`src/core/oc_cfg.svh`:
```
`ifndef OC_CFG_SVH
`define OC_CFG_SVH

// clock rate in MHz
`define CLK_MHZ 50

// register offsets
`define ADDR_GEN_CTRL 8'h00
`define ADDR_DIAG_CTRL 8'h04
`define ADDR_GEN_STAT 8'h08
`define ADDR_IRQ_STAT 8'h0C
`define ADDR_IRQ_CLR 8'h10
`define ADDR_IRQ_EN 8'h14
`define ADDR_DRV_STAT 8'h18

// general_control_one fields
`define GC_EN_BIT 0
`define GC_THR_LSB 1
`define GC_DIR_BIT 3
`define GC_RST 4'h0

// bridge_diag_control fields
`define BD_FILT_LSB 0
`define BD_CAP_BIT 2
`define BD_RST 3'h0

// general_status_reg fields
`define ST_OC_BIT 0
`define ST_CH_BIT 1
`define ST_GEF_BIT 2

// interrupt event bits
`define IRQ_W 3
`define IRQ_DET_BIT 0
`define IRQ_GONE_BIT 1
`define IRQ_TRIP_BIT 2

// filter times in us and their cycle counts
`define FILT_W 13
`define FILT_T0_US 6
`define FILT_T1_US 10
`define FILT_T2_US 50
`define FILT_T3_US 100
`define FILT_C0 (`FILT_T0_US * `CLK_MHZ)
`define FILT_C1 (`FILT_T1_US * `CLK_MHZ)
`define FILT_C2 (`FILT_T2_US * `CLK_MHZ)
`define FILT_C3 (`FILT_T3_US * `CLK_MHZ)

`endif

```
`src/core/oc_pkg.sv`:
```
package oc_pkg;

  // qualified state of the overcurrent filter
  typedef enum logic [1:0] {
    FLT_QUIET = 2'h1,
    FLT_ALERT = 2'h2
  } filt_state_t;

endpackage

```
`src/core/oc_filter.sv`:
```
`timescale 1ns/1ns
`include "oc_cfg.svh"
module oc_filter (
  // clock, reset, enable
  input wire logic clock,
  input wire logic nrst,
  input wire logic ce,
  // raw comparator level and filter length in cycles
  input wire logic raw,
  input wire logic [`FILT_W-1:0] limit,
  // qualified overcurrent level
  output logic qual
);

  oc_pkg::filt_state_t state_q;
  oc_pkg::filt_state_t state_d;
  logic [`FILT_W-1:0] cnt_q;
  logic [`FILT_W-1:0] cnt_d;

  // count cycles where the raw level disagrees with the state
  wire alert = (state_q == oc_pkg::FLT_ALERT);
  wire differ = alert ? !raw : raw;
  wire [`FILT_W-1:0] last = limit - `FILT_W'(1);
  // >= so a shortened filter takes effect at once
  wire expire = differ && (cnt_q >= last);
  assign cnt_d = (!differ || expire) ? '0 : cnt_q + `FILT_W'(1);
  assign qual = alert;

  // state flips only after a full unbroken run
  always_comb begin
    case (state_q)
      oc_pkg::FLT_QUIET: state_d = expire ? oc_pkg::FLT_ALERT : state_q;
      oc_pkg::FLT_ALERT: state_d = expire ? oc_pkg::FLT_QUIET : state_q;
      default: state_d = oc_pkg::FLT_QUIET;
    endcase
  end

  // counter and state
  always_ff @(posedge clock or negedge nrst) begin
    if (!nrst) begin
      state_q <= oc_pkg::FLT_QUIET;
      cnt_q <= '0;
    end else if (ce) begin
      state_q <= state_d;
      cnt_q <= cnt_d;
    end
  end

  restart_count_a: assert property (
    @(posedge clock) disable iff (!nrst)
    ce && !differ |=> cnt_q == '0)
    else $error("filter count not restarted");

  qualify_run_a: assert property (
    @(posedge clock) disable iff (!nrst)
    ce && !alert && raw && cnt_q == last |=> alert)
    else $error("full run did not qualify");

  early_hold_a: assert property (
    @(posedge clock) disable iff (!nrst)
    ce && !alert && cnt_q < last && last != '0 |=> !alert)
    else $error("qualified before filter time");

endmodule

```
`src/core/overcurrent_fault_response.sv`:
```
`timescale 1ns/1ns
`include "oc_cfg.svh"
module overcurrent_fault_response #(
  parameter int unsigned FILT3_CYC = `FILT_C3
) (
  // clock, reset, enable
  input wire logic clock,
  input wire logic nrst,
  input wire logic ce,
  // register port
  input wire logic [7:0] addr,
  input wire logic [7:0] wdata,
  input wire logic wr,
  input wire logic rd,
  output logic [7:0] rdata,
  // analog comparator results at the amplifier output
  input wire logic comp_hi,
  input wire logic comp_lo,
  // settings to the analog stage
  output logic [1:0] overcurrent_threshold_sel,
  output logic sense_direction_sel,
  output logic output_cap_range_sel,
  // gate driver control and flags
  output logic gates_off,
  output logic global_error,
  output logic irq
);

  // address match, used for every register
  function automatic logic hit(input logic [7:0] a, input logic [7:0] off);
    hit = (a == off);
  endfunction

  // filter length per code; longest one is a parameter
  function automatic logic [`FILT_W-1:0] filt_len(input logic [1:0] s);
    case (s)
      2'h0: filt_len = `FILT_W'(`FILT_C0);
      2'h1: filt_len = `FILT_W'(`FILT_C1);
      2'h2: filt_len = `FILT_W'(`FILT_C2);
      default: filt_len = `FILT_W'(FILT3_CYC);
    endcase
  endfunction

  logic [3:0] gc_q;
  logic [3:0] gc_d;
  logic [2:0] bd_q;
  logic [2:0] bd_d;
  logic oc_q;
  logic oc_d;
  logic shut_q;
  logic shut_d;
  logic raw_q;
  logic raw_d;
  logic det_q;
  logic [`IRQ_W-1:0] ist_q;
  logic [`IRQ_W-1:0] ist_d;
  logic [`IRQ_W-1:0] ien_q;
  logic [`IRQ_W-1:0] ien_d;
  logic irq_q;
  logic [7:0] rdata_q;
  logic [7:0] rdata_d;
  logic det;

  // register decode
  wire wr_gc = wr && hit(addr, `ADDR_GEN_CTRL);
  wire wr_bd = wr && hit(addr, `ADDR_DIAG_CTRL);
  wire wr_st = wr && hit(addr, `ADDR_GEN_STAT);
  wire wr_ic = wr && hit(addr, `ADDR_IRQ_CLR);
  wire wr_ie = wr && hit(addr, `ADDR_IRQ_EN);

  // control fields
  wire en = gc_q[`GC_EN_BIT];
  wire dir = gc_q[`GC_DIR_BIT];
  wire [1:0] fsel = bd_q[`BD_FILT_LSB +: 2];

  // any write to the status register is a clear request
  wire st_clr = wr_st;
  // any control write with the enable bit 0, whether or not it was set
  wire en_off = wr_gc && !wdata[`GC_EN_BIT];

  // comparator window: lower side counts only in bidirectional mode
  assign raw_d = comp_hi || (dir && comp_lo);

  // qualification filter
  oc_filter u_filter (
    .clock(clock),
    .nrst(nrst),
    .ce(ce),
    .raw(raw_q),
    .limit(filt_len(fsel)),
    .qual(det)
  );

  // events from the qualified level
  wire det_rise = det && !det_q;
  wire det_fall = !det && det_q;

  // status flag: set wins over any clear
  assign oc_d = det_rise ? 1'b1 :
                !en ? det :
                (oc_q && !(st_clr && !det));

  // forced-off: a new trip wins over a release in the same cycle
  assign shut_d = (en && det_rise) ||
                  (shut_q && !st_clr && !en_off);

  // register next values
  assign gc_d = wr_gc ? wdata[3:0] : gc_q;
  assign bd_d = wr_bd ? wdata[2:0] : bd_q;
  assign ien_d = wr_ie ? wdata[`IRQ_W-1:0] : ien_q;

  // sticky interrupt bits: event wins over clear
  wire [`IRQ_W-1:0] ev;
  assign ev[`IRQ_DET_BIT] = det_rise;
  assign ev[`IRQ_GONE_BIT] = det_fall;
  assign ev[`IRQ_TRIP_BIT] = en && det_rise;
  genvar gi;
  generate
    for (gi = 0; gi < `IRQ_W; gi = gi + 1) begin : g_ist
      assign ist_d[gi] = ev[gi] ||
                         (ist_q[gi] && !(wr_ic && wdata[gi]));
    end
  endgenerate

  // read mux; unmapped and write-only offsets read zero
  wire [7:0] st_word = {5'h0, oc_q, oc_q, oc_q};
  wire [7:0] drv_word = {5'h0, det, raw_q, shut_q};
  assign rdata_d = !rd ? 8'h00 :
    hit(addr, `ADDR_GEN_CTRL) ? {4'h0, gc_q} :
    hit(addr, `ADDR_DIAG_CTRL) ? {5'h0, bd_q} :
    hit(addr, `ADDR_GEN_STAT) ? st_word :
    hit(addr, `ADDR_IRQ_STAT) ? {5'h0, ist_q} :
    hit(addr, `ADDR_IRQ_EN) ? {5'h0, ien_q} :
    hit(addr, `ADDR_DRV_STAT) ? drv_word : 8'h00;

  // control registers
  always_ff @(posedge clock or negedge nrst) begin
    if (!nrst) begin
      gc_q <= `GC_RST;
      bd_q <= `BD_RST;
      ien_q <= '0;
    end else if (ce) begin
      gc_q <= gc_d;
      bd_q <= bd_d;
      ien_q <= ien_d;
    end
  end

  // supervision state
  always_ff @(posedge clock or negedge nrst) begin
    if (!nrst) begin
      raw_q <= 1'b0;
      det_q <= 1'b0;
      oc_q <= 1'b0;
      shut_q <= 1'b0;
    end else if (ce) begin
      raw_q <= raw_d;
      det_q <= det;
      oc_q <= oc_d;
      shut_q <= shut_d;
    end
  end

  // interrupts and read data
  always_ff @(posedge clock or negedge nrst) begin
    if (!nrst) begin
      ist_q <= '0;
      irq_q <= 1'b0;
      rdata_q <= 8'h00;
    end else if (ce) begin
      ist_q <= ist_d;
      irq_q <= |(ist_d & ien_d);
      rdata_q <= rdata_d;
    end
  end

  // outputs straight from flops
  assign rdata = rdata_q;
  assign overcurrent_threshold_sel = gc_q[`GC_THR_LSB +: 2];
  assign sense_direction_sel = gc_q[`GC_DIR_BIT];
  assign output_cap_range_sel = bd_q[`BD_CAP_BIT];
  assign gates_off = shut_q;
  assign global_error = oc_q;
  assign irq = irq_q;

  // rule checks; every antecedent carries ce since ce low freezes all
  report_only_a: assert property (
    @(posedge clock) disable iff (!nrst)
    ce && det_rise && !en && !shut_q |=> oc_q && global_error && !gates_off)
    else $error("report-only detection touched the drivers");

  self_clear_a: assert property (
    @(posedge clock) disable iff (!nrst)
    ce && !en && !det && !det_rise |=> !oc_q)
    else $error("status did not clear itself");

  trip_off_a: assert property (
    @(posedge clock) disable iff (!nrst)
    ce && en && det_rise |=> gates_off && oc_q)
    else $error("enabled detection did not force off");

  release_a: assert property (
    @(posedge clock) disable iff (!nrst)
    ce && shut_q && (st_clr || en_off) && !(en && det_rise)
    |=> !gates_off)
    else $error("forced-off not released");

  latched_a: assert property (
    @(posedge clock) disable iff (!nrst)
    ce && en && oc_q && (det || !st_clr) |=> oc_q)
    else $error("latched status lost");

  window_low_a: assert property (
    @(posedge clock) disable iff (!nrst)
    ce && dir && comp_lo |=> raw_q)
    else $error("lower window side ignored");

  unidir_low_a: assert property (
    @(posedge clock) disable iff (!nrst)
    ce && !dir && comp_lo && !comp_hi |=> !raw_q)
    else $error("lower side used in unidirectional mode");

  thr_write_a: assert property (
    @(posedge clock) disable iff (!nrst)
    ce && wr_gc |=> overcurrent_threshold_sel == $past(wdata[2:1]))
    else $error("threshold code not passed on");

  cap_write_a: assert property (
    @(posedge clock) disable iff (!nrst)
    ce && wr_bd |=> output_cap_range_sel == $past(wdata[2]))
    else $error("cap range bit not passed on");

  irq_level_a: assert property (
    @(posedge clock) disable iff (!nrst)
    ce ##1 (ce && ist_q == $past(ist_d)) |-> irq == |(ist_q & ien_q))
    else $error("interrupt level wrong");

  read_data_a: assert property (
    @(posedge clock) disable iff (!nrst)
    ce && rd && hit(addr, `ADDR_GEN_STAT) |=> rdata[0] == $past(oc_q))
    else $error("status read wrong");

  // ce low must freeze every register, outputs included
  freeze_all_a: assert property (
    @(posedge clock) disable iff (!nrst)
    !ce |=> $stable(gc_q) && $stable(bd_q) && $stable(ien_q) &&
      $stable(oc_q) && $stable(shut_q) && $stable(ist_q) &&
      $stable(rdata) && $stable(irq))
    else $error("state moved while the clock enable was low");

  // shutdown off never forces the drivers
  drivers_kept_a: assert property (
    @(posedge clock) disable iff (!nrst)
    ce && !en && !shut_q |=> !gates_off)
    else $error("drivers forced off with shutdown disabled");

  // a new trip beats a release request in the same cycle
  trip_wins_a: assert property (
    @(posedge clock) disable iff (!nrst)
    ce && en && det_rise && (st_clr || en_off) |=> gates_off)
    else $error("release beat a new trip");

  // forced-off holds until software releases it
  force_hold_a: assert property (
    @(posedge clock) disable iff (!nrst)
    ce && shut_q && !st_clr && !en_off |=> gates_off)
    else $error("forced-off dropped without a release");

  // with shutdown on, a clear while the fault is gone drops the flag
  latch_clear_a: assert property (
    @(posedge clock) disable iff (!nrst)
    ce && en && st_clr && !det |=> !oc_q)
    else $error("latched status kept after a valid clear");

  // read data only in the cycle after a read strobe
  read_idle_a: assert property (
    @(posedge clock) disable iff (!nrst)
    ce && !rd |=> rdata == 8'h00)
    else $error("read data outside a read cycle");

  // pending bits survive until software clears them
  irq_sticky_a: assert property (
    @(posedge clock) disable iff (!nrst)
    ce && !wr_ic |=> (ist_q & $past(ist_q)) == $past(ist_q))
    else $error("pending interrupt bit lost");

  // each event lands in its pending bit, even beside a clear
  event_wins_a: assert property (
    @(posedge clock) disable iff (!nrst)
    ce && det_rise |=> ist_q[`IRQ_DET_BIT])
    else $error("detect event not pending");

  trip_irq_a: assert property (
    @(posedge clock) disable iff (!nrst)
    ce && en && det_rise |=> ist_q[`IRQ_TRIP_BIT])
    else $error("trip event not pending");

  gone_event_a: assert property (
    @(posedge clock) disable iff (!nrst)
    ce && det_fall |=> ist_q[`IRQ_GONE_BIT])
    else $error("gone event not pending");

  // register fields read back and passed on
  dir_write_a: assert property (
    @(posedge clock) disable iff (!nrst)
    ce && wr_gc |=> sense_direction_sel == $past(wdata[`GC_DIR_BIT]))
    else $error("direction bit not passed on");

  drv_read_a: assert property (
    @(posedge clock) disable iff (!nrst)
    ce && rd && hit(addr, `ADDR_DRV_STAT) |=>
      rdata[0] == $past(gates_off) && rdata[2] == $past(det))
    else $error("drive status read wrong");

  // main scenarios that the bench should reach
  trip_cover_c: cover property (
    @(posedge clock) disable iff (!nrst)
    en && det_rise ##1 gates_off);

  release_cover_c: cover property (
    @(posedge clock) disable iff (!nrst)
    gates_off && st_clr ##1 !gates_off);

  self_clear_cover_c: cover property (
    @(posedge clock) disable iff (!nrst)
    !en && oc_q && det_fall ##1 !oc_q);

  low_side_cover_c: cover property (
    @(posedge clock) disable iff (!nrst)
    dir && comp_lo && !comp_hi ##1 raw_q);

  latch_cover_c: cover property (
    @(posedge clock) disable iff (!nrst)
    en && oc_q && det_fall ##1 oc_q);

endmodule

```
`config.mk`:
```
export PLATFORM = sky130hd
export DESIGN_NAME = overcurrent_fault_response
export DESIGN_NICKNAME = d
export VERILOG_FILES = /design/src/core/oc_pkg.sv /design/src/core/oc_filter.sv /design/src/core/overcurrent_fault_response.sv
export VERILOG_INCLUDE_DIRS = /design/src /design/src/core
export SDC_FILE = /design/constraint.sdc
export NUM_CORES = 1
export LEC_CHECK = 0
export BUFFER_PORTS_ARGS = -buffer_cell sky130_fd_sc_hd__buf_2
export CORE_ASPECT_RATIO = 1.5
export CORE_MARGIN = 2
export CORE_UTILIZATION = 45
export CTS_CLUSTER_DIAMETER = 150
export DETAILED_ROUTE_END_ITERATION = 10
export PLACE_DENSITY_LB_ADDON = 0.08
export SLEW_MARGIN = 10
export SYNTH_ARGS = -nofsm -noshare
export SYNTH_HDL_FRONTEND = slang
export SYNTH_HIERARCHICAL = 1
export SYNTH_SLANG_ARGS = --single-unit
```
`constraint.sdc`:
```
create_clock -name clock -period 7 [get_ports clock]
set_input_delay 0.35 -clock clock [delete_from_list [all_inputs] [get_ports clock]]
set_output_delay 0.35 -clock clock [all_outputs]
set_load 0.03 [all_outputs]
```
==> impl_metrics.tcl <==
set metrics [dict create \
    initial_core_util 0.468 \
    fin_cells 401 \
    synthDistinctLibCells 61 \
    setup_slack_ps 3570 \
    cts_root_buf "clkbuf_8" \
    dp.cells 393 \
    max_cap_viol_count 0 \
    final_cell_mix "dfrtp_1, nor2_1, buf_2" \
    worst_pin_slew_ps 872 \
    nets 372 \
    mostFrequentLayoutCell "dfrtp_1" \
    syn2layout_area_growth_pct 11.4 \
    grt_pass1_vias 2198 \
    synthTopCellsByArea "dfrtp_1, ha_1, nor2_1, xnor2_1, mux2_2" \
    cts_tree "done" \
    p_int_mw 0.366 \
    final_max_slew_viol_count 0 \
    drtPass1Iterations 4 \
    synth_edf_count 0 \
    setup_viol 0 \
    fin_crit_sh 0.491 \
    cp-start-kind "flop" \
    grt_overflow 0 \
    grt_pass1_wl_mm 10.5 \
    slew_headroom 0.414 \
    hold_path_class "in -> async" \
    core_region_area_mm2 0.00587 \
    nFillCells 593 \
    holdBufCountCts 0 \
    crit_arrival_ps 3580 \
    post-place-ws_ps 3590 \
    rows 34 \
    cts_setup_buffers 0 \
    htreeDepth 2 \
    p_switching_mw 0.166 \
    p_comb_frac 0.215 \
    syn-instance-count 291 \
    required_ps 7140 \
    rrSetupSlack_ps 3570 \
    diodes 0 \
    cts.sinks 37 \
    seq_area_frac_synth 0.338 \
    yosysTopAreaCellShare 0.328 \
    yosys_warnings 6 \
    die_w_um 67.8 \
    clk_latency_ps 280 \
    grt_max_degree 38 \
    numCtsBuffers 5 \
    drt-initial-drc-count 71 \
    place_area_mm2 0.00296 \
    crit_path_max_fanout 6 \
    sw_frac_of_total 0.312 \
    cts_resized 0 \
    pwr-share-seq 0.479 \
    synth_ff_type "dfrtp_1" \
    p_per_area_mw_per_mm2 174 \
    syn_area_mm2 0.00275 \
    die_height_um 99.7 \
    status "finished, final reports clean" \
    critPathCaptureType "flop" \
    final_cell_area_mm2 0.00306 \
    async_reset_ff_frac 1.00 \
    ioPinCount 38 \
    drt_wl_total_mm 6.23 \
    track_usage 0.206 \
    ys_ff_latch 37 \
    viasPerCell 5.41 \
    antenna_found_initial 0 \
    wl_per_cell_um 15.5 \
    grt_setup_unrepaired "false" \
    ant_nets 0 \
    drc 0 \
    dp_hpwl_mm 4.81 \
    clkTransAtPathRegs_ps 70 \
    min_period_ps 3430 \
    syn-mean-instance-area_um2 9.44 \
    p_clk_frac 0.307 \
    fmaxAchievable_mhz 291 \
    synth_area_leader_cell "dfrtp_1" \
    hold_viol_final 0 \
    clock_skew_ps 3.13 \
    cts_buffer_depth 2 \
    final_layout_size_suffix_gt1_frac 0.216 \
    p_leak_nw 1.40 \
    fin_tns_setup_ps 0 \
    vdd_drop_max_mv 0.130 \
    total_power_mw 0.532 \
    path_class "reg -> reg" \
    vias 2169 \
    gp_congestion 0.825 \
    dieArea_mm2 0.00676 \
    portBuffers 29 \
]
[cell type report]
class | instances | area, um^2 | area share
Inverter | 22 | 82.6 | 0.0270
Sequential cell | 37 | 927 | 0.303
Clock buffer | 7 | 96.3 | 0.0315
Tap cell | 72 | 90.1 | 0.0294
Timing Repair Buffer | 29 | 145 | 0.0474
Clock inverter | 1 | 5.00 | 0.00164
Multi-Input combinational cell | 233 | 1710 | 0.560
[flip-flops by register name, indices dropped and copies added (netlist names)]
register and cells:
gc_q 4, u_filter/state_q 2, ien_q 3, bd_q 3, global_error 1, u_filter/cnt_q 13, irq 1, det_q 1
raw_q 1, rdata 4, gates_off 1, ist_q 3
[stage by stage]
step / hold slack [ps] / utilization
after floorplan: 54.4 / -
after global placement: 485 / 0.504
after detailed placement: 476 / 0.504
after CTS: 203 / 0.521
after global routing: 231 / 0.521
final: 166 / 0.521
[layer usage]
metal  GRT usage  routed length [um]  part of all wire
met5           0                   0                 0
met4      0.0846                 174             0.028
met3      0.0249                 149             0.024
met2       0.377                3400              0.55
met1       0.232                2510              0.40
[synth_stat cells, drive strengths merged, types with 2 or more instances]
master / n
a21oi: 17
dfrtp: 36
o22ai: 2
a31oi: 3
conb: 2
nand3: 11
a211oi: 2
xnor2: 12
xor2: 10
or3: 2
o221ai: 3
nor4: 8
o41ai: 2
buf: 10
nor3: 6
or4: 2
nand3b: 3
a22o: 2
nor2: 29
o21ai: 3
inv: 22
clkbuf: 2
nor2b: 4
and3: 2
nand2b: 8
mux2: 11
mux2i: 4
o211ai: 2
ha: 21
nand4: 11
nand2: 24
[path summary, 6_finish.rpt]
kind | cells after the start | startpoint | to
worst max-delay path | 13 | bd_q[0] | u_filter/state_q[1]
worst min-delay path | 1 | nrst | gc_q[0]
worst max register to register | 13 | bd_q[0] | u_filter/state_q[1]
worst min register to register | 2 | rdata[2] | rdata[2]
max in group asynchronous | 1 | nrst | irq
min in group clock | 2 | wdata[3] | gc_q[3]
[power groups by stage]
stage | Sequential (mW) | Combinational (mW) | Clock (mW)
2_1_floorplan | 0.258 | 0.0800 | 0
3_3_place_gp | 0.259 | 0.113 | 0
3_5_place_dp | 0.259 | 0.114 | 0
4_1_cts | 0.255 | 0.115 | 0.170
5_1_grt | 0.257 | 0.128 | 0.180
6_report | 0.255 | 0.114 | 0.163
[cell families after synthesis]
logic type,after synthesis,synth area share
multiplexers,15,0.0638
buffers and inverters,34,0.0560
AND/OR/NAND/NOR,112,0.234
XOR/XNOR,22,0.0729
adder cells (fa/ha/maj),21,0.0957
flip-flops,37,0.338
other,2,0.00273
AO/OA/AOI/OAI,48,0.137
[worst max-delay path, cell delays in order, from the launching register on]
cell and delay, ps:
dfrtp_1 470, inv_1 140, ha_1 430, inv_1 130, nor4_2 340, nand2_1 180
nor3_1 220, xnor2_1 150, ha_1 280, nand4_1 160, nor2_1 90, a211oi_4 400
a21o_2 210, o221ai_1 100
Power figures use the tool's default switching activity.
